### config.mk
export PLATFORM = sky130hd
export DESIGN_NAME = tws_ctrl
export DESIGN_NICKNAME = d
export VERILOG_FILES = /design/src/tws_pkg.sv /design/src/tws_ctrl.sv
export SDC_FILE = /design/constraint.sdc
export NUM_CORES = 1
export LEC_CHECK = 0
export BUFFER_PORTS_ARGS = -buffer_cell sky130_fd_sc_hd__buf_2
export CORE_MARGIN = 2
export CORE_UTILIZATION = 30
export CTS_CLUSTER_SIZE = 10
export DETAILED_ROUTE_END_ITERATION = 8
export HOLD_SLACK_MARGIN = 0.08
export PLACE_DENSITY = 0.46
export SYNTH_ARGS = -nofsm -noshare
export SYNTH_HDL_FRONTEND = slang
export SYNTH_SLANG_ARGS = --single-unit
### constraint.sdc
create_clock -name pclk -period 9.85 [get_ports pclk]
set_input_delay 2.955 -clock pclk [delete_from_list [all_inputs] [get_ports pclk]]
set_output_delay 2.955 -clock pclk [all_outputs]
set_load 0.005 [all_outputs]
### src/tws_pkg.sv
// Package with constants and carrier types for the tape write-start and readout control.
package tws_pkg;

  // Clock rate in kHz and the documented times.
  localparam int unsigned CLK_KHZ          = 100000;
  localparam int unsigned SHORT_GAP_US     = 8700;
  localparam int unsigned LONG_GAP_US      = 22700;
  localparam int unsigned SHORT_GAP_CYCLES = SHORT_GAP_US * (CLK_KHZ / 1000);
  localparam int unsigned LONG_GAP_CYCLES  = LONG_GAP_US * (CLK_KHZ / 1000);
  localparam int unsigned START_PULSE_NS   = 500;
  localparam int unsigned START_CYCLES     = (START_PULSE_NS * (CLK_KHZ / 1000)) / 1000;
  localparam int unsigned DRIVE_US         = 1;
  localparam int unsigned DRIVE_CYCLES     = DRIVE_US * (CLK_KHZ / 1000);
  localparam int unsigned CLEAR_US_FAST    = 20;
  localparam int unsigned CLEAR_US_SLOW    = 24;
  localparam int unsigned TT_PHASE_US      = 4;
  localparam int unsigned NUM_DIGITS       = 12;

  // Register map, byte addresses.
  localparam logic [7:0] CTRL_ADDR   = 8'h00;
  localparam logic [7:0] STATUS_ADDR = 8'h04;
  localparam logic [7:0] EVENT_ADDR  = 8'h08;

  // Control bit positions.
  localparam int unsigned CTRL_LONG_GAP  = 0;
  localparam int unsigned CTRL_TWO_DIGIT = 1;
  localparam int unsigned CTRL_FAST_CLR  = 2;

  // Event register bit positions (write one to pulse).
  localparam int unsigned EV_START_INSTR = 0;
  localparam int unsigned EV_SHORT_GAP   = 1;

  // Reset values.
  localparam logic [31:0] CTRL_RESET = 32'h0000_0000;
  localparam logic [3:0]  DIGIT_TOP  = 4'hC;

  // Readout sequence states.
  typedef enum logic [1:0] {
    TWS_RD_IDLE   = 2'b00,
    TWS_RD_FIRST  = 2'b01,
    TWS_RD_SECOND = 2'b10
  } tws_rd_state_t;

  // Pins from the tape transport and neighbouring controls.
  typedef struct packed {
    logic motion_start_pulse;
    logic first_block_flag;
    logic bad_spot_hold;
    logic gap_pause_set;
    logic gap_pause_clear;
    logic badspot_pause_set;
    logic badspot_pause_clear;
    logic ending_inhibit_set;
    logic ending_ready_reset;
    logic word_loaded_return;
    logic write_preset;
    logic write_cycle;
  } tws_pins_t;

  // Buffer driver outputs.
  typedef struct packed {
    logic [NUM_DIGITS-1:0] odd_reg_driver_fire;
    logic [NUM_DIGITS-1:0] even_reg_driver_fire;
  } tws_drv_t;

endpackage : tws_pkg

### src/tws_ctrl.sv
// Write-start control and output buffer read-driver sequencing for one tape synchronizer.
// What this block does
// (RULE1) Gap delay is 8.7 ms short gap, 22.7 ms long gap, from motion start.
// (RULE2) Motion start pulse samples gap mode and starts only the matching timer.
// (RULE3) Timer expiry sets tape-ready, except when starting from first block.
// (RULE4) Write-ready sets only with buffer-ready, tape-ready and start flag all set.
// (RULE5) Program issues start instruction after motion; immediately when over a gap.
// (RULE6) From first block program waits 1.6 s; late start overrides gap delay.
// (RULE7) First-block flag with bad-spot hold blocks the write start.
// (RULE8) Start pulse sets write-ready, driving write-active and write-operate.
// (RULE9) Start pulse clears start, buffer-ready, tape-ready and inhibit flags.
// (RULE10) Start pulse is one-shot, ending 0.5 us after it begins.
// (RULE11) Inhibit-write flag suppresses write-operate.
// (RULE12) Gap pause set and clear signals set and clear inhibit-write.
// (RULE13) Bad-spot pause set and clear signals set and clear inhibit-write.
// (RULE14) Ending signals set inhibit-write and reset write-ready.
// (RULE15) Each register has 12 drivers fired by 1 us clear or read pulses.
// (RULE16) Buffer-clear window enables all 24 clear gates for 24 us, or only the first 20 for 20 us.
// (RULE17) Clear gates step through the digit slots, one per 1 us phase.
// (RULE18) Decoded digit counter selects which read gate fires.
// (RULE19) Word-select blocks idle register and toggles after each full word.
// (RULE20) Each register has a two-digit-only gate and an always gate.
// (RULE21) Read at first phase; in two-digit mode read again after a counter step.
// (RULE22) Numeric order 12 down to 1; pairs 11,12 then 9,10 down to 1,2.
// (RULE23) Word-loaded return sets buffer-ready and requests the odd word.
// (RULE24) Write instruction with gap digit 0 selects short gap; digit 1 long.
//
// Decided for this implementation: the APB register port and the register offsets.
module tws_ctrl #(
  // Gap delays in clock cycles; a bench may shorten them to keep runs short.
  parameter int unsigned SHORT_GAP_CYCLES = tws_pkg::SHORT_GAP_CYCLES,
  parameter int unsigned LONG_GAP_CYCLES  = tws_pkg::LONG_GAP_CYCLES
) (
  // Clock and reset.
  input  wire logic             pclk,
  input  wire logic             presetn,
  // APB slave.
  input  wire logic             psel,
  input  wire logic             penable,
  input  wire logic             pwrite,
  input  wire logic [7:0]       paddr,
  input  wire logic [31:0]      pwdata,
  output logic      [31:0]      prdata,
  output logic                  pready,
  output logic                  pslverr,
  // Transport and control pins.
  input  wire tws_pkg::tws_pins_t pins,
  // Outputs to the write path.
  output logic                  write_active,
  output logic                  write_operate,
  output logic                  write_start_pulse,
  output logic                  buffer_clear_window,
  output logic                  odd_word_request,
  output logic                  word_select,
  output logic [3:0]            digit_count_decode,
  output tws_pkg::tws_drv_t     drv
);

  // Two-flop synchronisers for every pin.
  tws_pkg::tws_pins_t pin_meta_reg;
  tws_pkg::tws_pins_t pin_sync_reg;
  tws_pkg::tws_pins_t pin_prev_reg;
  tws_pkg::tws_pins_t pin_rise;

  always_ff @(posedge pclk or negedge presetn) begin
    if (!presetn) begin
      pin_meta_reg <= '0;
      pin_sync_reg <= '0;
      pin_prev_reg <= '0;
    end else begin
      pin_meta_reg <= pins;
      pin_sync_reg <= pin_meta_reg;
      pin_prev_reg <= pin_sync_reg;
    end
  end

  // Edges are taken on the synchronised copy so a long pin level acts once.
  assign pin_rise = pin_sync_reg & ~pin_prev_reg;

  // Control register and software event pulses.
  logic [31:0] ctrl_reg;
  logic        start_instr;
  logic        short_gap_instr;
  logic        apb_wr;
  logic        apb_rd;

  assign apb_wr = psel && penable && pwrite && pready;
  assign apb_rd = psel && !penable && !pwrite;
  assign start_instr = apb_wr && paddr == tws_pkg::EVENT_ADDR
                       && pwdata[tws_pkg::EV_START_INSTR];
  assign short_gap_instr = apb_wr && paddr == tws_pkg::EVENT_ADDR
                           && pwdata[tws_pkg::EV_SHORT_GAP];

  // Control holds gap length, digit mode and fast clear variant.
  always_ff @(posedge pclk or negedge presetn) begin
    if (!presetn) begin
      ctrl_reg <= tws_pkg::CTRL_RESET;
    end else if (apb_wr && paddr == tws_pkg::CTRL_ADDR) begin
      ctrl_reg <= {29'h0000_0000, pwdata[2:0]};
    end
  end

  // Gap-mode flag: short gap set by instruction, cleared by write end.
  logic short_gap_reg;
  logic short_gap_selected;
  logic long_gap_selected;

  always_ff @(posedge pclk or negedge presetn) begin
    if (!presetn) begin
      short_gap_reg <= 1'b0;
    end else if (short_gap_instr) begin
      short_gap_reg <= 1'b1; // [RULE24]
    end else if (pin_rise.ending_ready_reset) begin
      short_gap_reg <= 1'b0; // [RULE24]
    end
  end

  assign short_gap_selected = short_gap_reg;
  assign long_gap_selected  = !short_gap_reg;

  // Two delay timers, only the matching one started.
  logic [21:0] short_cnt_reg;
  logic [21:0] long_cnt_reg;
  logic        short_expire;
  logic        long_expire;

  always_ff @(posedge pclk or negedge presetn) begin
    if (!presetn) begin
      short_cnt_reg <= '0;
    end else if (pin_rise.motion_start_pulse && short_gap_selected) begin
      short_cnt_reg <= 22'(SHORT_GAP_CYCLES); // [RULE1] [RULE2]
    end else if (short_cnt_reg != '0) begin
      short_cnt_reg <= short_cnt_reg - 22'd1;
    end
  end

  always_ff @(posedge pclk or negedge presetn) begin
    if (!presetn) begin
      long_cnt_reg <= '0;
    end else if (pin_rise.motion_start_pulse && long_gap_selected) begin
      long_cnt_reg <= 22'(LONG_GAP_CYCLES); // [RULE1] [RULE2]
    end else if (long_cnt_reg != '0) begin
      long_cnt_reg <= long_cnt_reg - 22'd1;
    end
  end

  assign short_expire = short_cnt_reg == 22'd1;
  assign long_expire  = long_cnt_reg == 22'd1;

  // Flags and the one-shot start.
  logic tape_ready_reg;
  logic buf_ready_reg;
  logic rw_start_reg;
  logic inhibit_reg;
  logic ready_reg;
  logic [5:0] pulse_cnt_reg;
  logic start_cond;
  logic start_fire;

  // Start fires once; write-ready being set blocks a second pulse.
  assign start_cond = buf_ready_reg && tape_ready_reg && rw_start_reg // [RULE4]
                      && !(pin_sync_reg.first_block_flag && pin_sync_reg.bad_spot_hold); // [RULE7]
  assign start_fire = start_cond && !ready_reg; // [RULE10]

  // Tape-ready: set on expiry outside first block; a late start covers first block.
  always_ff @(posedge pclk or negedge presetn) begin
    if (!presetn) begin
      tape_ready_reg <= 1'b0;
    end else if ((short_expire || long_expire) && !pin_sync_reg.first_block_flag) begin
      tape_ready_reg <= 1'b1; // [RULE3]
    end else if (start_instr && pin_sync_reg.first_block_flag) begin
      tape_ready_reg <= 1'b1; // [RULE6]
    end else if (start_fire) begin
      tape_ready_reg <= 1'b0; // [RULE9]
    end
  end

  // Program start flag; in first block the instruction itself stands for tape-ready.
  always_ff @(posedge pclk or negedge presetn) begin
    if (!presetn) begin
      rw_start_reg <= 1'b0;
    end else if (start_instr) begin
      rw_start_reg <= 1'b1; // [RULE5] [RULE6]
    end else if (start_fire) begin
      rw_start_reg <= 1'b0; // [RULE9]
    end
  end

  // Buffer-ready set by the loaded return; also requests the odd word.
  always_ff @(posedge pclk or negedge presetn) begin
    if (!presetn) begin
      buf_ready_reg    <= 1'b0;
      odd_word_request <= 1'b0;
    end else begin
      odd_word_request <= pin_rise.word_loaded_return; // [RULE23]
      if (pin_rise.word_loaded_return) begin
        buf_ready_reg <= 1'b1; // [RULE23]
      end else if (start_fire) begin
        buf_ready_reg <= 1'b0; // [RULE9]
      end
    end
  end

  // Inhibit-write: set wins over clear so a stop is never lost.
  always_ff @(posedge pclk or negedge presetn) begin
    if (!presetn) begin
      inhibit_reg <= 1'b0;
    end else if (pin_rise.gap_pause_set || pin_rise.badspot_pause_set // [RULE12] [RULE13]
                 || pin_rise.ending_inhibit_set) begin
      inhibit_reg <= 1'b1; // [RULE14]
    end else if (start_fire || pin_rise.gap_pause_clear // [RULE9] [RULE12]
                 || pin_rise.badspot_pause_clear) begin
      inhibit_reg <= 1'b0; // [RULE13]
    end
  end

  // Write-ready flag and the 0.5 us start pulse.
  always_ff @(posedge pclk or negedge presetn) begin
    if (!presetn) begin
      ready_reg     <= 1'b0;
      pulse_cnt_reg <= '0;
    end else begin
      if (start_fire) begin
        ready_reg <= 1'b1; // [RULE8]
      end else if (pin_rise.ending_ready_reset) begin
        ready_reg <= 1'b0; // [RULE14]
      end
      if (start_fire) begin
        pulse_cnt_reg <= 6'(tws_pkg::START_CYCLES); // [RULE10]
      end else if (pulse_cnt_reg != '0) begin
        pulse_cnt_reg <= pulse_cnt_reg - 6'd1;
      end
    end
  end

  // Registered outputs of the write-operate group.
  always_ff @(posedge pclk or negedge presetn) begin
    if (!presetn) begin
      write_active      <= 1'b0;
      write_operate     <= 1'b0;
      write_start_pulse <= 1'b0;
    end else begin
      write_active      <= ready_reg; // [RULE8]
      write_operate     <= ready_reg && !inhibit_reg; // [RULE11]
      write_start_pulse <= start_fire || pulse_cnt_reg > 6'd1; // [RULE10]
    end
  end

  // Buffer clear: window opens on write preset and steps one digit slot each 1 us.
  logic [11:0] clr_cnt_reg;
  logic [11:0] clr_len;
  logic [4:0]  clr_slot;

  // The fast variant shortens the window; slot advances once per 1 us phase.
  assign clr_len  = ctrl_reg[tws_pkg::CTRL_FAST_CLR]
                    ? 12'(tws_pkg::CLEAR_US_FAST * tws_pkg::DRIVE_CYCLES)
                    : 12'(tws_pkg::CLEAR_US_SLOW * tws_pkg::DRIVE_CYCLES);
  assign clr_slot = 5'((clr_len - clr_cnt_reg) / 12'(tws_pkg::DRIVE_CYCLES));

  always_ff @(posedge pclk or negedge presetn) begin
    if (!presetn) begin
      clr_cnt_reg         <= '0;
      buffer_clear_window <= 1'b0;
    end else begin
      if (pin_rise.write_preset && clr_cnt_reg == '0) begin
        clr_cnt_reg <= clr_len; // [RULE16]
      end else if (clr_cnt_reg != '0) begin
        clr_cnt_reg <= clr_cnt_reg - 12'd1;
      end
      buffer_clear_window <= clr_cnt_reg != '0; // [RULE16]
    end
  end

  // Readout sequencer: one readout, then in two-digit mode a second after a step.
  tws_pkg::tws_rd_state_t rd_state_reg;
  logic [3:0] digit_reg;
  logic [6:0] drive_cnt_reg;
  logic       two_digit_mode;

  assign two_digit_mode = ctrl_reg[tws_pkg::CTRL_TWO_DIGIT]; // [RULE20]

  always_ff @(posedge pclk or negedge presetn) begin
    if (!presetn) begin
      rd_state_reg  <= tws_pkg::TWS_RD_IDLE;
      digit_reg     <= tws_pkg::DIGIT_TOP;
      drive_cnt_reg <= '0;
      word_select   <= 1'b0;
    end else begin
      if (drive_cnt_reg != '0) begin
        drive_cnt_reg <= drive_cnt_reg - 7'd1;
      end
      case (rd_state_reg)
        tws_pkg::TWS_RD_IDLE: begin
          if (pin_rise.write_cycle && write_operate) begin
            rd_state_reg  <= tws_pkg::TWS_RD_FIRST; // [RULE21]
            drive_cnt_reg <= 7'(tws_pkg::DRIVE_CYCLES);
            if (two_digit_mode) begin
              digit_reg <= digit_reg - 4'd1; // [RULE22]
            end
          end
        end
        tws_pkg::TWS_RD_FIRST: begin
          if (drive_cnt_reg == 7'd1) begin
            if (two_digit_mode) begin
              // Pair order: low digit first, then step up to its partner.
              digit_reg     <= digit_reg + 4'd1; // [RULE21] [RULE22]
              rd_state_reg  <= tws_pkg::TWS_RD_SECOND;
              drive_cnt_reg <= 7'(tws_pkg::DRIVE_CYCLES);
            end else begin
              rd_state_reg <= tws_pkg::TWS_RD_IDLE;
              if (digit_reg == 4'd1) begin
                digit_reg   <= tws_pkg::DIGIT_TOP;
                word_select <= !word_select; // [RULE19]
              end else begin
                digit_reg <= digit_reg - 4'd1; // [RULE22]
              end
            end
          end
        end
        tws_pkg::TWS_RD_SECOND: begin
          if (drive_cnt_reg == 7'd1) begin
            rd_state_reg <= tws_pkg::TWS_RD_IDLE;
            if (digit_reg == 4'd2) begin
              digit_reg   <= tws_pkg::DIGIT_TOP;
              word_select <= !word_select; // [RULE19]
            end else begin
              digit_reg <= digit_reg - 4'd2; // [RULE22]
            end
          end
        end
        default: begin
          rd_state_reg <= tws_pkg::TWS_RD_IDLE;
        end
      endcase
    end
  end

  // Driver decode: each clear slot fires one gate of the odd or even register, read fires the active one.

  always_ff @(posedge pclk or negedge presetn) begin
    if (!presetn) begin
      drv                <= '0;
      digit_count_decode <= tws_pkg::DIGIT_TOP;
    end else begin
      digit_count_decode <= digit_reg; // [RULE18]
      for (int i = 0; i < tws_pkg::NUM_DIGITS; i++) begin
        // Clear gates: slots 0 to 11 fire the odd register, later slots the even one.
        drv.odd_reg_driver_fire[i] <=
          (clr_cnt_reg != '0 && 32'(clr_slot) == i) // [RULE15] [RULE17]
          || (rd_state_reg != tws_pkg::TWS_RD_IDLE && word_select // [RULE19]
              && 32'(digit_reg) == i + 1); // [RULE18]
        drv.even_reg_driver_fire[i] <=
          (clr_cnt_reg != '0 && 32'(clr_slot) == i + tws_pkg::NUM_DIGITS) // [RULE17]
          || (rd_state_reg != tws_pkg::TWS_RD_IDLE && !word_select
              && 32'(digit_reg) == i + 1); // [RULE15] [RULE18]
      end
    end
  end

  // APB slave: zero wait, reads decoded in setup and held through access.
  always_ff @(posedge pclk or negedge presetn) begin
    if (!presetn) begin
      prdata  <= '0;
      pready  <= 1'b0;
      pslverr <= 1'b0;
    end else begin
      pready  <= psel && !penable;
      pslverr <= psel && !penable && paddr != tws_pkg::CTRL_ADDR
                 && paddr != tws_pkg::STATUS_ADDR && paddr != tws_pkg::EVENT_ADDR;
      if (apb_rd) begin
        case (paddr)
          tws_pkg::CTRL_ADDR:   prdata <= ctrl_reg;
          tws_pkg::STATUS_ADDR: prdata <= {20'h0_0000, digit_reg, word_select,
                                           short_gap_reg, inhibit_reg, ready_reg,
                                           rw_start_reg, tape_ready_reg,
                                           buf_ready_reg, buffer_clear_window};
          default:              prdata <= 32'h0000_0000;
        endcase
      end
    end
  end

endmodule // tws_ctrl

==> impl_metrics.json, run 1 <==
{
  "end_kind": "flip-flop",
  "drt-initial-drc-count": 504,
  "hold_path_depth": 0,
  "start_util": 0.307,
  "clockRootBuffer": "clkbuf_16",
  "drc_errors": 0,
  "cp.arrival_ps": 6390,
  "synth_enable_flop_cells": 0,
  "fin_nets": 1089,
  "first_pass_iters": 5,
  "drv_cap": 0,
  "critPathMaxFanout": 15,
  "numClockSinks": 166,
  "worstReg2RegStart": "ctrl_reg[2]$_DFFE_PN0P_",
  "cts_tree": "built",
  "finalCriticalPeriod_ps": 6050,
  "hold_end": "pin_sync_reg[7]$_DFF_PN0_",
  "drive_gt1_frac": 0.157,
  "grt_pass1_vias": 6695,
  "grt_pass1_wl_mm": 35.4,
  "die_h_um": 179,
  "hold_path.class": "flip-flop to flip-flop",
  "htreeDepth": 4,
  "cp-startpoint": "ctrl_reg[2]$_DFFE_PN0P_",
  "outcome": "completed",
  "required_ps": 10190,
  "grt_max_degree": 87,
  "avgRoutedWirePerCell_um": 15.4,
  "dieArea_um2": 31900,
  "grt_usage": 0.138,
  "ys_ff_latch": 166,
  "gp_congestion": 0.802,
  "area_growth_pct": 13.3,
  "largest_reg_flops": 24,
  "worstSkewPairLatency_ps": 420,
  "path_class": "flip-flop to flip-flop",
  "startpoint_type": "flip-flop",
  "num_io_pins": 125,
  "syn_inst": 932,
  "syn_area_um2": 9150,
  "holdCritStartpoint": "pin_meta_reg[7]$_DFF_PN0_",
  "ant_nets": 0,
  "cts_buffer_depth": 2,
  "rsz0062_at_grt": "no",
  "drt-total-wl_mm": 21.7,
  "cts_resized": 0,
  "yosys.cell_types.count": 100,
  "clk_pin_slew_ps": 70,
  "async_reset_ff_frac": 1.00,
  "worstMarginPinSlew_ps": 1010,
  "antenna_found_initial": 0,
  "setup_viol": 0,
  "hpwl_mm": 15.7,
  "finalSetupTns_ps": 0,
  "fin_skew_ps": 14.3,
  "r2r_slack_ps": 3800,
  "via_per_inst": 5.02,
  "n_antenna_cell": 0,
  "num_rows": 63,
  "slew_headroom": 0.329,
  "timing.final.crit_share": 0.614,
  "synth_flop_cell": "dfrtp_1",
  "yosysWarnings": 0,
  "reg2reg_depth": 17,
  "core_area_um2": 29800,
  "grt_overflow": 0,
  "fmax_mhz": 165,
  "post_cts_buffers": 0,
  "vias": 7067,
  "holdBufCountCts": 0,
  "io_buffer_count": 75,
  "cts_buffers": 17,
  "drv_slew": 0,
  "reg2reg_to": "drv[12]$_DFF_PN0_",
  "hold_violations": 0,
  "ys_seq_area_frac": 0.455,
  "die_w_um": 179,
  "synth.avg_cell_area_um2": 9.81
}
## Yosys cell counts, types with 6 or more instances
cell      number  area, um2
a31oi_1        6       37.5
a211oi_1       9       67.6
mux2i_1       12        120
nand4_1        8       50.1
nand3_1       23        115
inv_1         38        143
or4_1          9       67.6
o21ai_0       44        220
nand2b_1      10       62.6
xor2_1        15        131
xnor2_1       38        333
dfrtp_1      162       4050
nand2_1       85        319
clkbuf_1      12       45.0
o31ai_1        6       45.0
o211ai_1      11       82.6
a22o_1        11       96.3
nor2_1        85        319
buf_4         22        165
a32o_1        13        130
and3_1         7       43.8
and2_1         7       43.8
nor2b_1       10       62.6
nor3_1        32        160
nor4_1        18        113
ha_1          28        350
o22ai_1       11       68.8
o21ai_1        6       30.0
a21o_1        10       75.1
or3_1         13       81.3
a21oi_1       51        255
## metrics by stage
stage	worst slack, ps	hold slack, ps	std cells	area [um2]	util
finish	3800	350	1407	10400	0.348
global route	3280	358	1407	10400	0.348
CTS	3840	353	1407	10400	0.348
detailed placement	3900	337	1375	9820	0.330
global placement	3880	334	1375	9820	0.330
floorplan	5030	331	951	9220	-
## per-layer routing
metal,up-vias,track usage,wire [um]
li1,3505,-,-
met1,3444,0.197,10900
met3,9,0.0256,752
met2,109,0.220,9920
met5,-,0,0
met4,0,0.0261,97
## layout make-up
| class | instances | area, um2 |
|---|---|---|
| clock inverter | 15 | 119 |
| multi-input combinational | 702 | 4620 |
| inverter | 39 | 146 |
| fill | 3039 | 19400 |
| sequential | 166 | 4160 |
| clock buffer | 17 | 425 |
| tap | 390 | 488 |
| timing repair buffer | 78 | 404 |
## placed cells by master (no fill, tap or decap), types with 7 or more instances in the layout
master / count
dfrtp_1: 162
nor2_1: 85
nand2_1: 85
buf_2: 74
a21oi_1: 51
o21ai_0: 44
inv_1: 38
xnor2_1: 38
nor3_1: 32
ha_1: 28
nand3_1: 23
conb_1: 20
nor4_1: 18
clkbuf_16: 17
xor2_1: 15
or3_1: 13
a32o_1: 13
mux2i_1: 12
o211ai_1: 11
o22ai_1: 11
a22o_1: 11
nor2b_1: 10
a21o_1: 10
nand2b_1: 10
or4_1: 9
a211oi_1: 9
nand4_1: 8
and2_1: 7
and3_1: 7
inv_6: 7
## logic make-up (layout without fill, tap and decap cells)
kind of cell    Yosys count  after routing  share of synthesized area
compound gates          232            232                      0.182
xor+xnor                 54             54                     0.0525
fa+ha+maj                30             30                     0.0405
buf+inv                  83            149                     0.0476
flops                   166            166                      0.455
mux                      17             17                     0.0209
other cells               1             20                   0.000410
simple gates            349            349                      0.202
## critical path, cell delays in order (launching register included)
cell and delay [ps]:
dfrtp_1 590, inv_1 170, ha_1 610, o21ai_0 200, a211oi_1 530, nor4_2 140, nor2_4 300, a21o_1 240
and2_1 340, o211ai_2 190, a21oi_2 460, mux2i_1 340, nor2_1 100, o32ai_1 430, o21ai_2 180, nor4_1 700
nand2_1 240, o22ai_1 200
## how the worst max path moves through the flow
stage,end,slack [ps],depth (start not counted)
2_1_floorplan,drv[16]$_DFF_PN0_,5030,19
3_3_place_gp,drv[13]$_DFF_PN0_,3880,17
3_5_place_dp,drv[12]$_DFF_PN0_,3900,17
4_1_cts,drv[12]$_DFF_PN0_,3840,17
5_1_grt,drv[12]$_DFF_PN0_,3280,17
6_report,drv[12]$_DFF_PN0_,3800,17
Power of run 1 is not shown: default switching activity piles up to over one toggle a cycle in this logic, so the estimate is an artifact.
==> run 2, diff against run 1 <==
PLACE_DENSITY = 0.48   (was 0.46)
clock period = 5.4 ns   (was 9.85 ns; I/O delays follow)
==> impl_metrics.json, run 2 (same netlist as run 1, synthesis figures left out) <==
{
  "outcome": "completed",
  "fin_nets": 1128,
  "largest_reg_flops": 24,
  "multi_input_area_um2": 4730,
  "setup_viol": 0,
  "end_kind": "flip-flop",
  "die_w_um": 179,
  "n_antenna_cell": 0,
  "critPathMaxFanout": 12,
  "n_fill_cell": 3022,
  "fmax_mhz": 194,
  "clk_pin_slew_ps": 80,
  "drv_slew": 0,
  "drive_gt1_frac": 0.198,
  "grt_pass1_wl_mm": 35.1,
  "num_io_pins": 125,
  "via_per_inst": 5.03,
  "io_buffer_count": 75,
  "gp_congestion": 0.829,
  "first_pass_iters": 6,
  "ant_nets": 0,
  "cts_tree": "built",
  "start_util": 0.307,
  "core_area_um2": 29800,
  "path_class": "flip-flop to flip-flop",
  "vias": 7273,
  "hold_path.class": "flip-flop to flip-flop",
  "drt-total-wl_mm": 21.5,
  "worstSkewPairLatency_ps": 430,
  "cp-endpoint": "drv[16]$_DFF_PN0_",
  "utilization": 0.364,
  "hpwl_mm": 15.7,
  "grt_overflow": 0,
  "reg2reg_to": "drv[16]$_DFF_PN0_",
  "timing.final.crit_share": 0.955,
  "area_growth_pct": 18.5,
  "antenna_found_initial": 0,
  "required_ps": 5760,
  "die_h_um": 179,
  "worstReg2RegStart": "ctrl_reg[2]$_DFFE_PN0P_",
  "finalCriticalPeriod_ps": 5160,
  "cts_buffer_depth": 2,
  "cts_buffers": 17,
  "clockRootBuffer": "clkbuf_16",
  "drc_errors": 0,
  "drt-initial-drc-count": 596,
  "slew_headroom": 0.431,
  "htreeDepth": 4,
  "grt_max_degree": 94,
  "fin_skew_ps": 11.4,
  "regArea_um2": 4160,
  "numClockSinks": 166,
  "avgRoutedWirePerCell_um": 14.9,
  "grt_usage": 0.138,
  "grt_pass1_vias": 6787,
  "worstMarginPinSlew_ps": 849,
  "hold_violations": 0,
  "layout_common_cells": "dfrtp_1, nand2_1, nor2_1, buf_2, a21oi_1",
  "cp-startpoint": "ctrl_reg[2]$_DFFE_PN0P_",
  "num_rows": 63,
  "final_common_cell": "dfrtp_1",
  "cp.arrival_ps": 5520,
  "reg2reg_depth": 18,
  "startpoint_type": "flip-flop",
  "drv_cap": 0,
  "dieArea_um2": 31900,
  "r2r_slack_ps": 240
}
## run 2: routing by layer
layer  routed length, um  track usage  share of wire  vias to the layer above
met5                   0            0              0                        -
met4                 273       0.0322          0.013                        0
met3                 916       0.0301          0.043                       24
met2                9680        0.211           0.45                      155
met1               10700        0.199           0.50                     3507
li1                    -            -              -                     3587
## run 2: area by class of cell
type | instances | share of cell area
Clock buffer | 18 | 0.0405
Clock inverter | 14 | 0.0147
Inverter | 39 | 0.0135
Multi-Input combinational cell | 703 | 0.437
Sequential cell | 166 | 0.384
Tap cell | 390 | 0.0450
Timing Repair Buffer | 116 | 0.0659
## run 2: critical path: stages, from the launching register on
cell and delay [ps]:
dfrtp_2 450, ha_1 330, nor3b_4 340, a31oi_2 150
o211a_1 320, or4_4 570, nor3_4 230, o211ai_2 150
xnor2_2 190, or4b_4 530, nand2_4 120, buf_4 140
o311a_1 160, o21ai_1 90, or2_1 270, mux2_4 310
a21oi_2 230, and2_4 270, a32o_1 210
## run 2: through the flow
stage | hold WS (ps) | instance area [um2] | worst slack, ps | setup TNS, ps | instances
after CTS | 352 | 10700 | 166 | 0 | 1437
after global routing | 359 | 10800 | -7.44 | -7.44 | 1446
final | 350 | 10800 | 244 | 0 | 1446
after detailed placement | 335 | 10100 | 189 | 0 | 1405
after global placement | 331 | 10100 | 144 | 0 | 1405
after floorplan | 331 | 9220 | 583 | 0 | 951
## run 2: worst min-delay path by stage
| stage | start | endpoint | slack [ps] | cells after the start |
|---|---|---|---|---|
| after floorplan | pin_meta_reg[0]$_DFF_PN0_ | pin_sync_reg[0]$_DFF_PN0_ | 330 | 0 |
| after global placement | pin_meta_reg[8]$_DFF_PN0_ | pin_sync_reg[8]$_DFF_PN0_ | 330 | 0 |
| after detailed placement | pin_meta_reg[11]$_DFF_PN0_ | pin_sync_reg[11]$_DFF_PN0_ | 330 | 0 |
| after CTS | pin_meta_reg[11]$_DFF_PN0_ | pin_sync_reg[11]$_DFF_PN0_ | 350 | 0 |
| after global routing | pin_meta_reg[2]$_DFF_PN0_ | pin_sync_reg[2]$_DFF_PN0_ | 360 | 0 |
| final | pin_meta_reg[11]$_DFF_PN0_ | pin_sync_reg[11]$_DFF_PN0_ | 350 | 0 |
## run 2: timing repair
item,in CTS,in global routing
resized for setup,0,17
endpoints found under the setup margin,0,24
hold buffers,0,0
setup buffers,0,8
Power of run 2 is left out for the same reason.
